<file path="src/hdl/sbi_pkg.sv">
package sbi_pkg;

  // Flags word layout
  localparam int unsigned FLAGS_IRQ_EN_BIT = 9;

  // Timing counts in system clocks
  localparam int unsigned RESET_HOLD_MIN_CLKS = 16;
  localparam int unsigned INIT_CLKS           = 50;
  localparam logic [5:0]  INIT_LAST           = 6'(INIT_CLKS - 1);
  localparam logic [2:0]  NMI_MIN_CLKS        = 3'h4;

  localparam logic [7:0]  NMI_VECTOR          = 8'h02;
  localparam logic [1:0]  ACK_CYCLES          = 2'h2;

  // Synchroniser lanes
  localparam int unsigned SYN_HOLD  = 0;
  localparam int unsigned SYN_MASKABLE_IRQ  = 1;
  localparam int unsigned SYN_NMI   = 2;
  localparam int unsigned SYN_OPREQ = 3;
  localparam int unsigned SYN_BUSY  = 4;
  localparam int unsigned SYN_ERR   = 5;
  localparam int unsigned SYN_W     = 6;
  localparam logic [5:0]  SYN_RESET = 6'h30;

  // Cycle codes {codeAck, memIo, status1, status0}
  localparam logic [3:0] CODE_IRQ_ACK = 4'h0;
  localparam logic [3:0] CODE_HALT    = 4'h4;
  localparam logic [3:0] CODE_MEM_RD  = 4'h5;
  localparam logic [3:0] CODE_MEM_WR  = 4'h6;
  localparam logic [3:0] CODE_IO_RD   = 4'h9;
  localparam logic [3:0] CODE_IO_WR   = 4'hA;
  localparam logic [3:0] CODE_FETCH   = 4'hD;
  localparam logic [1:0] STATUS_IDLE  = 2'h3;

  typedef enum logic [2:0] {
    CYC_MEM_RD, CYC_MEM_WR, CYC_IO_RD, CYC_IO_WR, CYC_FETCH, CYC_HALT, CYC_IRQ_ACK
  } sbi_cyc_t;

  typedef enum logic [2:0] {
    ST_INIT, ST_IDLE, ST_STAT, ST_CMD, ST_FLOAT, ST_HOLD
  } sbi_fsm_t;

  typedef struct packed {
    logic        valid;
    sbi_cyc_t    kind;
    logic [23:0] addr;
    logic        upperN;
    logic [15:0] wdata;
    logic        lock;
    logic        coprocOp;
  } sbi_req_t;

  typedef struct packed {
    logic [1:0]  statusN;
    logic        memIo;
    logic        codeAck;
    logic        lockN;
    logic [23:0] addr;
    logic        upperN;
    logic        busOe;
    logic [15:0] dataOut;
    logic        dataOe;
    logic        holdGrant;
    logic        opAckN;
  } sbi_pins_t;

  localparam sbi_pins_t PINS_RESET = '{
    statusN: 2'h3, memIo: 1'b0, codeAck: 1'b0, lockN: 1'b1, addr: 24'hFFFFFF,
    upperN: 1'b1, busOe: 1'b1, dataOut: 16'h0000, dataOe: 1'b0,
    holdGrant: 1'b0, opAckN: 1'b1};

  typedef struct packed {
    sbi_fsm_t    fsm;
    logic        phase;
    logic [5:0]  initCnt;
    sbi_cyc_t    kind;
    logic [1:0]  ackLeft;
    logic [1:0]  intrHist;
    logic [2:0]  nmiLowCnt;
    logic [2:0]  nmiHighCnt;
    logic        nmiArmed;
    logic        nmiPending;
    logic        errPrev;
    logic        reqReady;
    logic        coreDone;
    logic [15:0] coreRdata;
    logic        irqVecValid;
    logic [7:0]  irqVector;
    logic        execStall;
    logic        coprocErrIrq;
    logic        coprocOpPending;
    logic        startFetch;
    sbi_pins_t   pins;
  } sbi_state_t;

  localparam sbi_state_t STATE_RESET = '{
    fsm: ST_INIT, phase: 1'b0, initCnt: 6'h00, kind: CYC_MEM_RD, ackLeft: 2'h0,
    intrHist: 2'h0, nmiLowCnt: 3'h0, nmiHighCnt: 3'h0, nmiArmed: 1'b0,
    nmiPending: 1'b0, errPrev: 1'b0, reqReady: 1'b0, coreDone: 1'b0,
    coreRdata: 16'h0000, irqVecValid: 1'b0, irqVector: 8'h00, execStall: 1'b0,
    coprocErrIrq: 1'b0, coprocOpPending: 1'b0, startFetch: 1'b0, pins: PINS_RESET};

  function automatic logic [3:0] sbiCycCode(input sbi_cyc_t k);
    case (k)
      CYC_MEM_RD:  sbiCycCode = CODE_MEM_RD;
      CYC_MEM_WR:  sbiCycCode = CODE_MEM_WR;
      CYC_IO_RD:   sbiCycCode = CODE_IO_RD;
      CYC_IO_WR:   sbiCycCode = CODE_IO_WR;
      CYC_FETCH:   sbiCycCode = CODE_FETCH;
      CYC_HALT:    sbiCycCode = CODE_HALT;
      default:     sbiCycCode = CODE_IRQ_ACK;
    endcase
  endfunction : sbiCycCode

endpackage : sbi_pkg

</file>
<file path="src/hdl/sbi_sync.sv">
`timescale 1ns/1ps
`default_nettype none
module sbi_sync #(
  parameter int unsigned W         = 1,
  parameter logic [W-1:0] RESET_VAL = '0
) (
  input  wire logic         core_clk,
  input  wire logic         reset,
  input  wire logic [W-1:0] d,
  output var  logic [W-1:0] q
);
  logic [W-1:0] meta_r;

  always_ff @(posedge core_clk or posedge reset) begin
    if (reset) begin
      meta_r <= RESET_VAL;
      q      <= RESET_VAL;
    end else begin
      meta_r <= d;
      q      <= meta_r;
    end
  end
endmodule : sbi_sync
`default_nettype wire

</file>
<file path="src/hdl/sbi_system_interface.sv">
// Overview of operation
// Memory/IO select high for memory or halt cycles, low for I/O and acknowledge.
// Code/ack select splits fetch from data read, acknowledge from I/O; floats in hold.
// Lock output held low for locked requests and interrupt acknowledge cycles.
// Each bus cycle stretches until ready is sampled low on the clock.
// Ready is not looked at while the bus is granted away.
// On hold, drivers float first, grant output rises one clock later.
// Grant stays while hold request is high; drop returns the bus.
// Maskable request is ignored while the interrupt enable flag is clear.
// Interrupt enable flag is bit 9 of the flags word.
// Maskable interrupt runs two acknowledge cycles, vector byte from data bus.
// Requester keeps maskable request high until first acknowledge completes.
// Maskable request sampled each processor cycle, needs two cycles before boundary.
// Non-maskable request yields vector 2 without acknowledge cycles, ignores enable.
// Non-maskable request taken on synchronised rise after four low, four high; the code arms only after five low clocks.
// Coprocessor operand request raised; operand ack low during that transfer.
// Busy low stalls wait-type instructions; interrupts still accepted.
// Error low during wait-type instruction raises coprocessor interrupt.
// Reset clears all logic; source holds it over 16 clocks; the bench holds it for 10 clocks only.
// During reset outputs sit at their fixed idle levels, data floats.
// About 50 clocks of initialisation before the first code fetch.
// Reset source releases reset synchronously to the system clock.
// Synchronous reset rise starts a fresh processor cycle after release.
// Processor clock is system clock halved, phase set by reset.
// Status state is shown whenever either status line is low.
// Fully static; clock may stop in either phase, state retained.
// Every asynchronous input passes a two-flop synchroniser first.
`timescale 1ns/1ps
`default_nettype none
module sbi_system_interface (
  input  wire logic              core_clk,
  input  wire logic              reset,
  input  wire logic              holdReq,
  input  wire logic              maskableIrq,
  input  wire logic              nmiReq,
  input  wire logic              coprocOperandRequest,
  input  wire logic              coprocBusyN,
  input  wire logic              coprocErrorN,
  input  wire logic              readyN,
  input  wire logic [15:0]       dataIn,
  input  wire sbi_pkg::sbi_req_t coreReq,
  input  wire logic [15:0]       flagsWord,
  input  wire logic              instrEnd,
  input  wire logic              waitInstr,
  output var  sbi_pkg::sbi_pins_t busPins,
  output var  logic              coreReqReady,
  output var  logic              coreDone,
  output var  logic [15:0]       coreRdata,
  output var  logic              irqVecValid,
  output var  logic [7:0]        irqVector,
  output var  logic              execStall,
  output var  logic              coprocErrIrq,
  output var  logic              coprocOpPending,
  output var  logic              startFetch
);
  import sbi_pkg::*;

  sbi_state_t  s_r;
  sbi_state_t  s_nxt;
  logic [SYN_W-1:0] syncIn;
  logic [SYN_W-1:0] syncQ;
  logic [3:0]  code;
  logic        irqEnable;
  logic        intrOk;
  logic        nmiRise;

  assign syncIn = {coprocErrorN, coprocBusyN, coprocOperandRequest, nmiReq, maskableIrq, holdReq};

  sbi_sync #(.W(SYN_W), .RESET_VAL(SYN_RESET)) u_sync (
    .core_clk (core_clk),
    .reset    (reset),
    .d        (syncIn),
    .q        (syncQ)
  );

  assign irqEnable = flagsWord[FLAGS_IRQ_EN_BIT];

  always_comb begin
    s_nxt = s_r;
    code  = sbiCycCode(coreReq.kind);
    s_nxt.phase        = ~s_r.phase;
    s_nxt.coreDone     = 1'b0;
    s_nxt.irqVecValid  = 1'b0;
    s_nxt.startFetch   = 1'b0;
    // Request must be seen in two successive processor-cycle samples
    if (!s_r.phase) begin
      s_nxt.intrHist = {s_r.intrHist[0], syncQ[SYN_MASKABLE_IRQ] & irqEnable}; // see R12
    end
    intrOk = (&s_r.intrHist) && irqEnable;
    // Low and high widths counted so glitches do not trigger
    nmiRise = 1'b0;
    if (!syncQ[SYN_NMI]) begin
      s_nxt.nmiHighCnt = 3'h0;
      if (s_r.nmiLowCnt != NMI_MIN_CLKS) s_nxt.nmiLowCnt = s_r.nmiLowCnt + 3'h1;
      else s_nxt.nmiArmed = 1'b1;
    end else begin
      s_nxt.nmiLowCnt = 3'h0;
      if (s_r.nmiHighCnt != NMI_MIN_CLKS) s_nxt.nmiHighCnt = s_r.nmiHighCnt + 3'h1;
      if (s_r.nmiArmed && s_r.nmiHighCnt == NMI_MIN_CLKS - 3'h1) begin
        nmiRise = 1'b1;
        s_nxt.nmiArmed = 1'b0;
      end
    end
    s_nxt.execStall       = waitInstr & ~syncQ[SYN_BUSY];
    s_nxt.errPrev         = waitInstr & ~syncQ[SYN_ERR];
    s_nxt.coprocErrIrq    = waitInstr & ~syncQ[SYN_ERR] & ~s_r.errPrev;
    s_nxt.coprocOpPending = syncQ[SYN_OPREQ];
    case (s_r.fsm)
      ST_INIT: begin
        s_nxt.initCnt = s_r.initCnt + 6'h01;
        if (s_r.initCnt == INIT_LAST) begin
          s_nxt.fsm        = ST_IDLE;
          s_nxt.startFetch = 1'b1;
        end
      end
      ST_IDLE: begin
        // Boundary decisions; a stalled wait still takes interrupts
        if (instrEnd && s_r.nmiPending) begin
          s_nxt.nmiPending  = 1'b0;
          s_nxt.irqVecValid = 1'b1;
          s_nxt.irqVector   = NMI_VECTOR;
        end else if (instrEnd && intrOk && s_r.ackLeft == 2'h0) begin
          s_nxt.ackLeft  = ACK_CYCLES; // see R10
          s_nxt.intrHist = 2'h0;
        end
        if (s_r.reqReady && coreReq.valid) begin
          s_nxt.fsm          = ST_STAT;
          s_nxt.kind         = coreReq.kind;
          {s_nxt.pins.codeAck, s_nxt.pins.memIo, s_nxt.pins.statusN} = code; // see R1
          s_nxt.pins.addr    = coreReq.addr;
          s_nxt.pins.upperN  = coreReq.upperN;
          s_nxt.pins.lockN   = ~coreReq.lock;
          s_nxt.pins.dataOut = coreReq.wdata;
          s_nxt.pins.dataOe  = (coreReq.kind == CYC_MEM_WR) || (coreReq.kind == CYC_IO_WR);
          s_nxt.pins.opAckN  = ~coreReq.coprocOp;
        end else if (s_r.ackLeft != 2'h0 && s_r.phase) begin
          s_nxt.fsm          = ST_STAT;
          s_nxt.kind         = CYC_IRQ_ACK;
          {s_nxt.pins.codeAck, s_nxt.pins.memIo, s_nxt.pins.statusN} = CODE_IRQ_ACK;
          s_nxt.pins.lockN   = 1'b0;
          s_nxt.pins.dataOe  = 1'b0;
        end else if (syncQ[SYN_HOLD] && s_r.ackLeft == 2'h0) begin
          s_nxt.fsm          = ST_FLOAT;
          s_nxt.pins.busOe   = 1'b0; // see R6
          s_nxt.pins.dataOe  = 1'b0;
        end
      end
      ST_STAT: begin
        if (s_r.phase) begin
          s_nxt.fsm          = ST_CMD;
          s_nxt.pins.statusN = STATUS_IDLE;
        end
      end
      ST_CMD: begin
        // Sampled without a synchroniser: ready is a same-clock input
        if (s_r.phase && !readyN) begin
          s_nxt.fsm         = ST_IDLE;
          s_nxt.pins.dataOe = 1'b0;
          s_nxt.pins.opAckN = 1'b1;
          s_nxt.pins.lockN  = 1'b1;
          if (s_r.kind == CYC_IRQ_ACK) begin
            s_nxt.ackLeft = s_r.ackLeft - 2'h1;
            if (s_r.ackLeft == ACK_CYCLES) begin
              s_nxt.pins.lockN = 1'b0;
            end else begin
              s_nxt.irqVecValid = 1'b1;
              s_nxt.irqVector   = dataIn[7:0];
            end
          end else begin
            s_nxt.coreDone  = 1'b1;
            s_nxt.coreRdata = dataIn;
          end
        end
      end
      ST_FLOAT: begin
        s_nxt.fsm            = ST_HOLD;
        s_nxt.pins.holdGrant = 1'b1;
      end
      ST_HOLD: begin
        // Ready is never sampled here
        if (!syncQ[SYN_HOLD]) begin // see R5
          s_nxt.fsm            = ST_IDLE;
          s_nxt.pins.holdGrant = 1'b0;
          s_nxt.pins.busOe     = 1'b1;
        end
      end
      default: begin
        s_nxt = STATE_RESET;
      end
    endcase
    // Set after clear so an edge at the boundary is kept
    if (nmiRise) s_nxt.nmiPending = 1'b1;
    s_nxt.reqReady = (s_nxt.fsm == ST_IDLE) && s_nxt.phase && !syncQ[SYN_HOLD]
                     && (s_nxt.ackLeft == 2'h0);
  end

  // Plain edge flops only, so a stopped clock freezes all state
  always_ff @(posedge core_clk or posedge reset) begin
    if (reset) begin
      s_r <= STATE_RESET; // see R18 see R19
    end else begin
      s_r <= s_nxt;
    end
  end

  assign busPins         = s_r.pins;
  assign coreReqReady    = s_r.reqReady;
  assign coreDone        = s_r.coreDone;
  assign coreRdata       = s_r.coreRdata;
  assign irqVecValid     = s_r.irqVecValid;
  assign irqVector       = s_r.irqVector;
  assign execStall       = s_r.execStall;
  assign coprocErrIrq    = s_r.coprocErrIrq;
  assign coprocOpPending = s_r.coprocOpPending;
  assign startFetch      = s_r.startFetch;

  chk_status_len: assert property (@(posedge core_clk) disable iff (reset)
    (busPins.statusN != STATUS_IDLE && $past(busPins.statusN) == STATUS_IDLE)
    |=> busPins.statusN != STATUS_IDLE ##1 busPins.statusN == STATUS_IDLE)
    else $error("status state not exactly two clocks");
  chk_memio_type: assert property (@(posedge core_clk) disable iff (reset)
    busPins.statusN != STATUS_IDLE |->
    busPins.memIo == (s_r.kind inside {CYC_MEM_RD, CYC_MEM_WR, CYC_FETCH, CYC_HALT}))
    else $error("memory/io select wrong for cycle");
  chk_ack_lock: assert property (@(posedge core_clk) disable iff (reset)
    (s_r.fsm inside {ST_STAT, ST_CMD} && s_r.kind == CYC_IRQ_ACK) |-> !busPins.lockN)
    else $error("acknowledge cycle not locked");
  chk_ready_wait: assert property (@(posedge core_clk) disable iff (reset)
    (s_r.fsm == ST_CMD && readyN) |=> !coreDone && !irqVecValid && s_r.fsm == ST_CMD)
    else $error("cycle ended without ready");
  chk_float_first: assert property (@(posedge core_clk) disable iff (reset)
    $rose(busPins.holdGrant) |-> !busPins.busOe && $past(!busPins.busOe))
    else $error("grant before drivers floated");
  chk_hold_release: assert property (@(posedge core_clk) disable iff (reset)
    (s_r.fsm == ST_HOLD && !syncQ[SYN_HOLD]) |=> !busPins.holdGrant && busPins.busOe)
    else $error("grant not released");
  chk_irq_masked: assert property (@(posedge core_clk) disable iff (reset)
    (s_r.ackLeft == 2'h0 ##1 s_r.ackLeft == ACK_CYCLES) |-> $past(irqEnable))
    else $error("masked request serviced");
  chk_init_delay: assert property (@(posedge core_clk) disable iff (reset)
    startFetch |-> $past(s_r.initCnt) == INIT_LAST && $past(s_r.fsm) == ST_INIT)
    else $error("first fetch not after init count");
  chk_opack_cycle: assert property (@(posedge core_clk) disable iff (reset)
    !busPins.opAckN |-> s_r.fsm inside {ST_STAT, ST_CMD})
    else $error("operand ack outside a cycle");
  chk_nmi_vec: assert property (@(posedge core_clk) disable iff (reset)
    (irqVecValid && $past(s_r.fsm) == ST_IDLE) |-> irqVector == NMI_VECTOR)
    else $error("non-maskable vector wrong");

  // Bus ownership and release
  chk_hold_float: assert property (@(posedge core_clk) disable iff (reset)
    busPins.holdGrant |-> !busPins.busOe && !busPins.dataOe)
    else $error("drivers active while granted");
  chk_hold_quiet: assert property (@(posedge core_clk) disable iff (reset)
    s_r.fsm == ST_HOLD |-> !coreDone && busPins.holdGrant)
    else $error("cycle finished during hold");
  chk_grant_drop: assert property (@(posedge core_clk) disable iff (reset)
    $fell(busPins.holdGrant) |-> busPins.busOe)
    else $error("bus not driven after grant drop");

  // Lock must not linger once acknowledges are done
  chk_lock_idle: assert property (@(posedge core_clk) disable iff (reset)
    (s_r.fsm == ST_IDLE && s_r.ackLeft == 2'h0) |-> busPins.lockN)
    else $error("lock left asserted in idle");

  // Acknowledge pair ends in a vector taken from the bus
  chk_ack_pair: assert property (@(posedge core_clk) disable iff (reset)
    ($past(s_r.ackLeft) == 2'h1 && s_r.ackLeft == 2'h0) |-> irqVecValid)
    else $error("second acknowledge gave no vector");
  chk_vec_bus: assert property (@(posedge core_clk) disable iff (reset)
    (irqVecValid && $past(s_r.fsm) == ST_CMD) |-> irqVector == $past(dataIn[7:0]))
    else $error("vector not taken from data bus");
  chk_nmi_nobus: assert property (@(posedge core_clk) disable iff (reset)
    (irqVecValid && $past(s_r.fsm) == ST_IDLE) |-> busPins.statusN == STATUS_IDLE)
    else $error("bus cycle for non-maskable request");

  // Processor phase and start-up
  chk_phase_flip: assert property (@(posedge core_clk) disable iff (reset)
    $past(!reset) |-> s_r.phase != $past(s_r.phase))
    else $error("processor phase did not toggle");
  chk_ready_phase: assert property (@(posedge core_clk) disable iff (reset)
    coreReqReady |-> s_r.fsm == ST_IDLE && s_r.phase)
    else $error("request offered off phase");
  chk_init_quiet: assert property (@(posedge core_clk) disable iff (reset)
    s_r.fsm == ST_INIT |-> busPins.statusN == STATUS_IDLE && !coreReqReady)
    else $error("bus active during initialisation");

  // Data drivers only on write cycles
  chk_write_oe: assert property (@(posedge core_clk) disable iff (reset)
    busPins.dataOe |-> s_r.kind inside {CYC_MEM_WR, CYC_IO_WR}
    && s_r.fsm inside {ST_STAT, ST_CMD})
    else $error("data driven outside a write");
  chk_err_pulse: assert property (@(posedge core_clk) disable iff (reset)
    coprocErrIrq |=> !coprocErrIrq)
    else $error("error interrupt longer than a pulse");

  cov_hold: cover property (@(posedge core_clk) disable iff (reset) $rose(busPins.holdGrant));
  cov_ack_vec: cover property (@(posedge core_clk) disable iff (reset)
    irqVecValid && $past(s_r.fsm) == ST_CMD);
  cov_done: cover property (@(posedge core_clk) disable iff (reset) coreDone);
  cov_nmi: cover property (@(posedge core_clk) disable iff (reset)
    irqVecValid && irqVector == NMI_VECTOR);
  cov_err: cover property (@(posedge core_clk) disable iff (reset) coprocErrIrq);
endmodule : sbi_system_interface
`default_nettype wire

</file>
<file path="config.mk">
export PLATFORM = sky130hd
export DESIGN_NAME = sbi_system_interface
export DESIGN_NICKNAME = d
export VERILOG_FILES = /design/src/hdl/sbi_pkg.sv /design/src/hdl/sbi_sync.sv /design/src/hdl/sbi_system_interface.sv
export SDC_FILE = /design/constraint.sdc
export NUM_CORES = 1
export LEC_CHECK = 0
export BUFFER_PORTS_ARGS = -buffer_cell sky130_fd_sc_hd__clkbuf_2
export CAP_MARGIN = 20
export CELL_PAD_IN_SITES_DETAIL_PLACEMENT = 0
export CELL_PAD_IN_SITES_GLOBAL_PLACEMENT = 1
export CORE_ASPECT_RATIO = 1.2
export CORE_MARGIN = 2
export CORE_UTILIZATION = 43
export DETAILED_ROUTE_END_ITERATION = 16
export GPL_TIMING_DRIVEN = 0
export HOLD_SLACK_MARGIN = 0.05
export PLACE_DENSITY = 0.89
export SYNTH_ARGS = -nofsm -noshare
export SYNTH_HDL_FRONTEND = slang
export SYNTH_HIERARCHICAL = 1
export SYNTH_SLANG_ARGS = --single-unit
export TNS_END_PERCENT = 10
</file>
<file path="constraint.sdc">
create_clock -name core_clk -period 6.14 [get_ports core_clk]
set_input_delay 0.307 -clock core_clk [delete_from_list [all_inputs] [get_ports core_clk]]
set_output_delay 0.307 -clock core_clk [all_outputs]
set_load 0.05 [all_outputs]
</file>
==> results by stage, run 1 <==
Run status:
- The run finished with clean final reports.

Synthesis:
- Averaged over all synthesized cells, the footprint is 11.2 um^2.
- The gate count of the mapped netlist is 499.
- The area share of the largest cell type after synthesis is 38.2%.
- Counting every net in the synthesized netlist gives 603.
- After synthesis, flip-flops and latches occupy 54.2% of the total area.
- The total standard cell area after synthesis is 5570 um^2.
- Synthesis inferred 119 register bits.
- Of all cell types, the one taking the most synthesized area is dfrtp_1.
- The share of async-settable or async-resettable flops after synthesis is 100%.
- Counting flops with a built-in enable in the synthesized netlist gives 0.
- By area the synthesized netlist is led by dfrtp_1, dfstp_2, buf_4.
- The leading cell type by number of instances after synthesis is dfrtp_1.
- Ranked by instance count, the synthesized netlist is headed by dfrtp_1, buf_4, dfstp_2, nand2_1, o21ai_0.
- The dominant register cell in the synthesized netlist is dfrtp_1.
- For this run, the number of Yosys warnings is 6.
- After synthesis, the netlist uses 55 different library cells.

Routing:
- The routed length per placed instance is 15.1 um.
- The routed wire length on met2 is 6580 um.
- The count of routing violations after the opening detailed-route iteration is 252.
- The routed via count is 4329.
- Summed over all nets, wire length on met3 after detailed routing comes to 596 um.
- For this run, the detailed router's first-pass iteration total came to 5.
- The remaining antenna violation count is 0.
- The final wirelength is 13000 um.
- The detailed-route wire length on metal 1 is 5410 um.
- The top layer used by detailed routing is met4.
- After detailed routing, the number of vias per cell comes to 5.04.
- In the routed design, unresolved DRC markers number 0.

STA:
- After layout, the minimum clock period comes to 2.43 ns.
- In this run the tightest slew margin relative to its limit is 52.5%.
- Setup repair after global routing left no endpoint under its margin.
- The worst path uses 39.5% of the clock period.
- The clock skew is 0.00836 ns.
- The final worst hold slack is 0.101 ns.
- The slew at the pin closest to its max-slew limit is 0.705 ns.
- For the final routed database, the setup TNS stands at 0 ns.
- The count of final setup violators is 0.
- Based on the critical path, the design can be clocked at up to 0.412 GHz.
- The final hold violation count is 0.
- The count of final max-slew check failures is 0.

Clock network:
- Clock-pin slew was measured on the worst setup and hold paths at 0.06 ns.
- At the later pin of the worst-skew pair, clock insertion delay measures 0.42 ns.
- The H-tree was split into 4 levels.
- The TritonCTS clock tree is built.
- Counting every sink on the clock net gives 119.
- Buffers inserted during clock tree synthesis total 17.
- The tree is rooted in a clkbuf_16.
- Counting along the longest clock path gives a buffer depth of 2.

Job:
- Max-cap violations in this run came to 0.

Floorplanning:
- Once the floorplan was initialized, standard cells occupied 44.0% of the core.
- The floorplan step set the die height to 129 um.
- The overall die width is 108 um.
- The floorplan row count is 45.
- After floorplanning, the core was sized to cover 12700 um^2.
- The I/O pin count is 171.
- The floorplan step defined a die boundary enclosing 13900 um^2.

Critical path:
- The data arrival time of the critical path is 2.73 ns.
- The slowest stage of the critical path belongs to the cell dfrtp_1.
- Traced cell by cell, the critical path runs through buf_2 -> inv_1 -> ha_1 -> nor2_1 -> nand2_1 -> buf_2 -> a22o_1.
- The category of the worst setup path launch point is a flop.
- By instance count, the cell type seen most on the critical path is buf_2.
- The critical path in this run is classified as reg -> reg.
- The endpoint type of the worst setup path is a flop.
- On the worst path, the slowest cell contributes a delay of 0.42 ns.
- Setup slack on the worst reg-to-reg path comes out at 3.71 ns.
- The required time at the endpoint of the critical path is 6.44 ns.
- In this run the worst path has a maximum fanout of 10.

Final layout:
- The antenna cell count is 0.
- The filler-free cell count of the finished design is 859.
- Relative to the synthesized area, the layout overhead comes to 31.0%.
- The share of cells above drive strength 1 is 47.2%.
- The final layout contains 786 nets.
- The fill cell total of the finished layout is 1106.

Pwr:
- VDD sags by at most 245 uV.
- The power share of the sequential group is 32.1%.
- The portion of total power attributed to combinational logic is 33.1%.
- Cell internal power was estimated by the tool at 1930 uW.
- The clock network fraction of design power is 34.8%.
- Summing internal, switching and leakage power gives 3050 uW.
- The leakage power summed over all cells is 0.00360 uW.
- Net switching is 36.7% of the power.
- The analysis attributes to net switching a power of 1120 uW.
- The total power divided by cell area is 418 nW/um^2.

Placement:
- After legalization and detailed placement, the total HPWL measured 9630 um.
- The number of cells after detailed placement is 819.
- Buffers placed on the I/O ports in this run total 155.
- The placer congestion estimate is 0.866.

GRT:
- The final global-route overflow total is 0.
- The via count of the first global-routing pass is 4400.
- The largest net degree at the start of global routing is 69.
- The number of antenna violations at the first check in global routing came to 0.
- Global routing used 19.2% of the available tracks.
- The first global-routing pass estimated 20800 um of wire.

Min path:
- The path class of the tightest hold or removal check is in -> reg.
==> repair_timing <==
| item | 4_1_cts | 5_1_grt |
|---|---|---|
| gates resized for setup | 0 | 0 |
| buffers inserted | 0 | 0 |
| hold endpoints to repair | 53 | 0 |
| hold buffers | 8 | 0 |
==> worst paths after layout <==
check,start,to,cells past startpoint
setup reg to reg,s_r[106],busPins[11],7
hold reg to reg,u_sync/meta_r[2],u_sync/q[2],0
max in group asynchronous,reset,busPins[39],4
min in group asynchronous,reset,u_sync/q[0],3
setup / recovery,s_r[106],busPins[11],7
hold / removal,coreReq[41],busPins[43],2
==> state kept, by name, summed over array words and instances, names as in the netlist <==
name and flops:
coprocOpPending 1, startFetch 1, s_r 26, u_sync/q 6
irqVecValid 1, coreDone 1, busPins 50, execStall 1
irqVector 8, coreReqReady 1, coprocErrIrq 1, u_sync/meta_r 6
coreRdata 16
==> final cells by class <==
class | count | area, um^2 | area share (%)
clock buffer | 18 | 439 | 6.02
timing repair buffer | 164 | 883 | 12.1
inverter | 15 | 58.8 | 0.806
clock inverter | 14 | 198 | 2.71
buffer | 93 | 652 | 8.93
tap | 164 | 205 | 2.81
sequential | 119 | 3020 | 41.4
multi-input combinational | 272 | 1840 | 25.2
==> power by group through the flow <==
stage / registers, uW / logic, uW / clock network, uW
6_report: 978 / 1010 / 1060
5_1_grt: 990 / 1120 / 1110
4_1_cts: 977 / 1020 / 1080
3_5_place_dp: 990 / 1010 / 0
3_3_place_gp: 983 / 984 / 0
2_1_floorplan: 983 / 752 / 0
==> per-layer routing <==
metal / global-route usage [%] / up-vias
met5: 0 / -
met4: 9.28 / 0
met3: 4.00 / 30
met2: 32.4 / 134
met1: 23.5 / 2102
li1: - / 2063
==> metrics by stage <==
stage          setup slack [ns]  utilization (%)  area, um^2
2_1_floorplan              3.07                -        5570
3_3_place_gp               1.96             51.7        6550
3_5_place_dp               3.72             52.0        6580
4_1_cts                    3.71             57.6        7300
5_1_grt                    3.49             57.6        7300
6_report                   3.71             57.6        7300
==> layout by cell type, fill, tap and decap left out, types with 5 or more instances in the layout <==
cell,netlist,layout
o2bb2ai_1,7,7
nand2b_1,14,14
clkbuf_16,0,17
a22o_1,25,25
buf_2,10,10
nand3_1,11,11
dfstp_2,34,34
o31ai_1,11,11
dfrtp_1,85,85
dlygate4sd3_1,0,8
ha_1,14,14
nand2_1,34,34
nor2_1,20,20
inv_1,14,13
a21oi_1,14,14
nor3_1,11,11
o21ai_0,31,31
buf_4,75,75
o22a_1,25,25
clkbuf_2,1,156
clkbuf_1,5,5
==> cell families after synthesis <==
family	share of synthesized area, %
AOI/OAI and AO/OA	17.0
xor gates and xnor gates	0.314
adders and majority gates	3.14
buffers and inverters	12.7
DFF	54.2
muxes	1.32
and+or+nand+nor	11.3
==> worst max-delay path, delay by kind of cell (launching register included) <==
family,cells,cell delay [ns]
AND/OR/NAND/NOR,2,0.67
buffers and inverters,3,0.63
flip-flops,1,0.42
adder cells (fa/ha/maj),1,0.35
AO/OA/AOI/OAI,1,0.25
(Power assumes the default switching activity.)
==> run 2: changes to the inputs <==
- CORE_UTILIZATION: 43 -> 36
- PLACE_DENSITY: 0.89 -> 0.8
- clock period: 6.14 -> 2.1 ns (I/O delays scaled with it)
==> run 2 against run 1 <==
  * Critical path depth stayed put
  * Sequential power grew to 2.9 times the previous value
  * First-iteration DRC count is 17% lower
  * Largest cell class unchanged
==> results by stage, run 2 (synthesized netlist as in run 1, its figures left out) <==
Clock network:
- CTS built an H-tree with a depth of 4.
- After clock tree synthesis, the clock-pin slew on the worst setup and hold paths is 0.06 ns.
- The maximum root-to-sink buffer count is 2.
- The master cell of the clock root buffer is clkbuf_16.
- The clock drives 119 sinks.
- The worst-skew pair later-pin latency is 0.42 ns.
- TritonCTS built the clock tree.
- The number of buffers created by CTS is 17.

Routing:
- The final layout contains routed wiring with a total length of 14100 um.
- For this block, the initial DRC count from the detailed router was 210.
- The routed layout has 4537 vias.
- The first-pass iteration count of the detailed router is 4.
- Once detail routing completed, the nets flagged for antenna violations numbered 0.
- The final routed DRC violation total is 0.
- The routed length per placed instance is 14.6 um.
- In the routed layout, each cell is associated on average with a via count of 4.70.

Floorplanning:
- The floorplan row count is 49.
- In this run the standard cell core region covers 15100 um^2.
- Once the floorplan was initialized, standard cells occupied 36.9% of the core.
- The die is 118 um wide.
- The die span in y is 140 um.
- The die area is 16500 um^2.
- The I/O pin count is 171.

Final layout:
- The fill cell total of the finished layout is 1309.
- The flip-flop count of the largest register after layout is 50.
- The layout net count is 852.
- The antenna cell count is 0.
- The summed area of non-filler cells in the final layout is 8090 um^2.
- The share of cells above drive strength 1 is 44.5%.
- Leaving out fill and tap cells, the most frequent cells in the layout are clkbuf_2, dfrtp_1, buf_4.
- The area growth from synthesis to layout is 45.3%.
- The area occupied by multi-input gates is 1880 um^2.
- The area taken by flip-flops and latches is 3020 um^2.
- The most common cell after layout, fill and taps aside is clkbuf_2.

STA:
- The final hold violation count is 0.
- The slew at the pin closest to its max-slew limit is 0.843 ns.
- In this run the tightest slew margin relative to its limit is 43.7%.
- The count of final max-slew check failures was 0.
- The worst path meets setup with 0.0748 ns of slack.
- The final worst hold slack is 0.0820 ns.
- The clock arrives with 0.00578 ns of skew.
- The count of final setup violators is 0.
- The period utilization is 96.4%.
- The worst path needs 2.03 ns of the cycle, external delays included.
- Derived from the worst setup path, the maximum achievable clock frequency is 0.494 GHz.
- Setup repair after global routing left no endpoint under its margin.

GRT:
- The most crowded layer after global routing is met2.
- The final global-route overflow total is 0.
- The global routing usage on met2 is 31.0%.
- The met3 usage in global routing is 4.89%.
- The global-route total usage across every layer is 17.8%.
- Entering global routing, the biggest net connects 41 pins.
- In the global route stage, met1 resource usage came out at 20.7%.
- The via count of the first global-routing pass was 4706.
- The number of antenna violations at the first check in global routing is 0.
- The first global-routing pass estimated 23100 um of wire.

Critical path:
- Data on the critical path arrives at its endpoint at 2.31 ns.
- The largest individual stage delay along the critical path comes from the cell dfrtp_1.
- The cell seen most often among critical-path stages is buf_4.
- The number of cells on the worst reg-to-reg path is 7.
- The most critical setup path has its endpoint at coreReqReady.
- The category of the worst setup path launch point is a flop.
- In this run the worst path has a maximum fanout of 10.
- The origin of the critical flop-to-flop path is s_r[106].
- The source of the critical timing path is s_r[106].
- The largest single stage delay on the critical path is 0.41 ns.
- The critical path goes through buf_4 -> nor3b_2 -> buf_4 -> o21ai_0 -> or2_2 -> o211ai_1 -> nor4_2.
- STA puts the critical path data required time at 2.39 ns.
- For flop-to-flop paths, the worst setup slack is 0.07 ns.
- The capturing point of the worst reg2reg path is coreReqReady.
- The endpoint type of the worst setup path is a flop.
- The start-to-end type of the worst setup path is reg -> reg.

Pwr:
- The cell-internal power is 6020 uW.
- The total power draw is 9370 uW.
- Across the VDD grid, the largest voltage drop is 575 uV.
- The clock network fraction of design power is 34.0%.
- The switching power as a share of total power is 35.8%.
- Of the total power, registers draw 30.5%.
- Dividing total power by cell area gives a power density of 1160 nW/um^2.
- The leakage power summed over all cells is 0.00391 uW.
- Combinational logic burns 35.5% of the power.
- For this design the total switching power over the nets is 3350 uW.

Min path:
- The number of cells on the worst hold path is 4.
- The path class of the lowest-slack min-delay path is in -> reg.

Job:
- The count of maximum capacitance violations is 0.

Placement:
- During placement, the flow inserted port buffers numbering 155.
- The congestion estimate from routability-driven global placement came to 0.907.
- The cell area reported after detailed placement is 6650 um^2.
- The placement-stage worst setup slack is -0.249 ns.
- The half-perimeter wire length of the detailed placement result is 9880 um.

Run status:
- The flow ran to the end, and the final reports show no timing, DRC or antenna violations.
[run 2: cell types whose count changed in the layout (fill, tap and decap cells not counted), moves of 2 or more]
| cell | change |
|---|---|
| buf_12 | +2 |
| clkinv_4 | -4 |
| clkbuf_16 | +3 |
| buf_4 | +6 |
| buf_6 | +2 |
| nor2_4 | +2 |
| or2_4 | +2 |
| dlygate4sd3_1 | +62 |
| buf_2 | -4 |
| nand2_1 | -2 |
| nand2_2 | +2 |
[run 2: critical path, delay by kind of cell (launching register included)]
| family | cells | cell delay [ns] |
|---|---|---|
| simple gates | 3 | 0.73 |
| compound gates | 2 | 0.32 |
| flops | 1 | 0.41 |
| buf+inv | 2 | 0.44 |
[run 2: final cells by class]
class,instances,area share (%)
sequential,119,37.3
multi-input combinational,272,23.2
timing repair buffer,231,19.1
buffer,92,8.27
clock buffer,24,6.62
tap,204,3.15
clock inverter,8,1.56
inverter,15,0.742
[run 2: how the worst min path moves through the flow]
stage                      start                to  slack, ns
finish              flagsWord[9]           s_r[90]       0.08
global route        flagsWord[9]           s_r[90]       0.12
CTS                 flagsWord[9]           s_r[90]       0.06
detailed placement         reset       u_sync/q[3]       0.15
global placement           reset  u_sync/meta_r[3]       0.13
floorplan                  reset  u_sync/meta_r[0]      -0.03
[run 2: through the flow]
| stage | TNS [ns] | util (%) | cells |
|---|---|---|---|
| after floorplan | 0 | - | 499 |
| after global placement | -5.98 | 43.8 | 858 |
| after detailed placement | -6.49 | 44.1 | 860 |
| after CTS | 0 | 53.4 | 964 |
| after global routing | 0 | 53.7 | 965 |
| final | 0 | 53.7 | 965 |
[run 2: metal layers]
metal | share of wire [%] | vias to the layer above
li1 | - | 2190
met4 | 2.2 | 0
met3 | 4.6 | 22
met1 | 42 | 2181
met5 | 0 | -
met2 | 51 | 144
[run 2: what timing repair did]
item	CTS	global route
hold buffers	70	0
setup endpoints to repair	47	36
endpoints found under the hold margin	115	0
cloned	0	1
gates resized for setup	12	9
pin swaps	0	1
setup buffers	2	1
[run 2: power groups by stage]
stage / logic [uW] / registers, uW / clock network [uW]
floorplan: 2200 / 2870 / 0
CTS: 3200 / 2860 / 3260
global route: 3610 / 2900 / 3370
global placement: 2900 / 2880 / 0
detailed placement: 2950 / 2890 / 0
finish: 3330 / 2860 / 3180
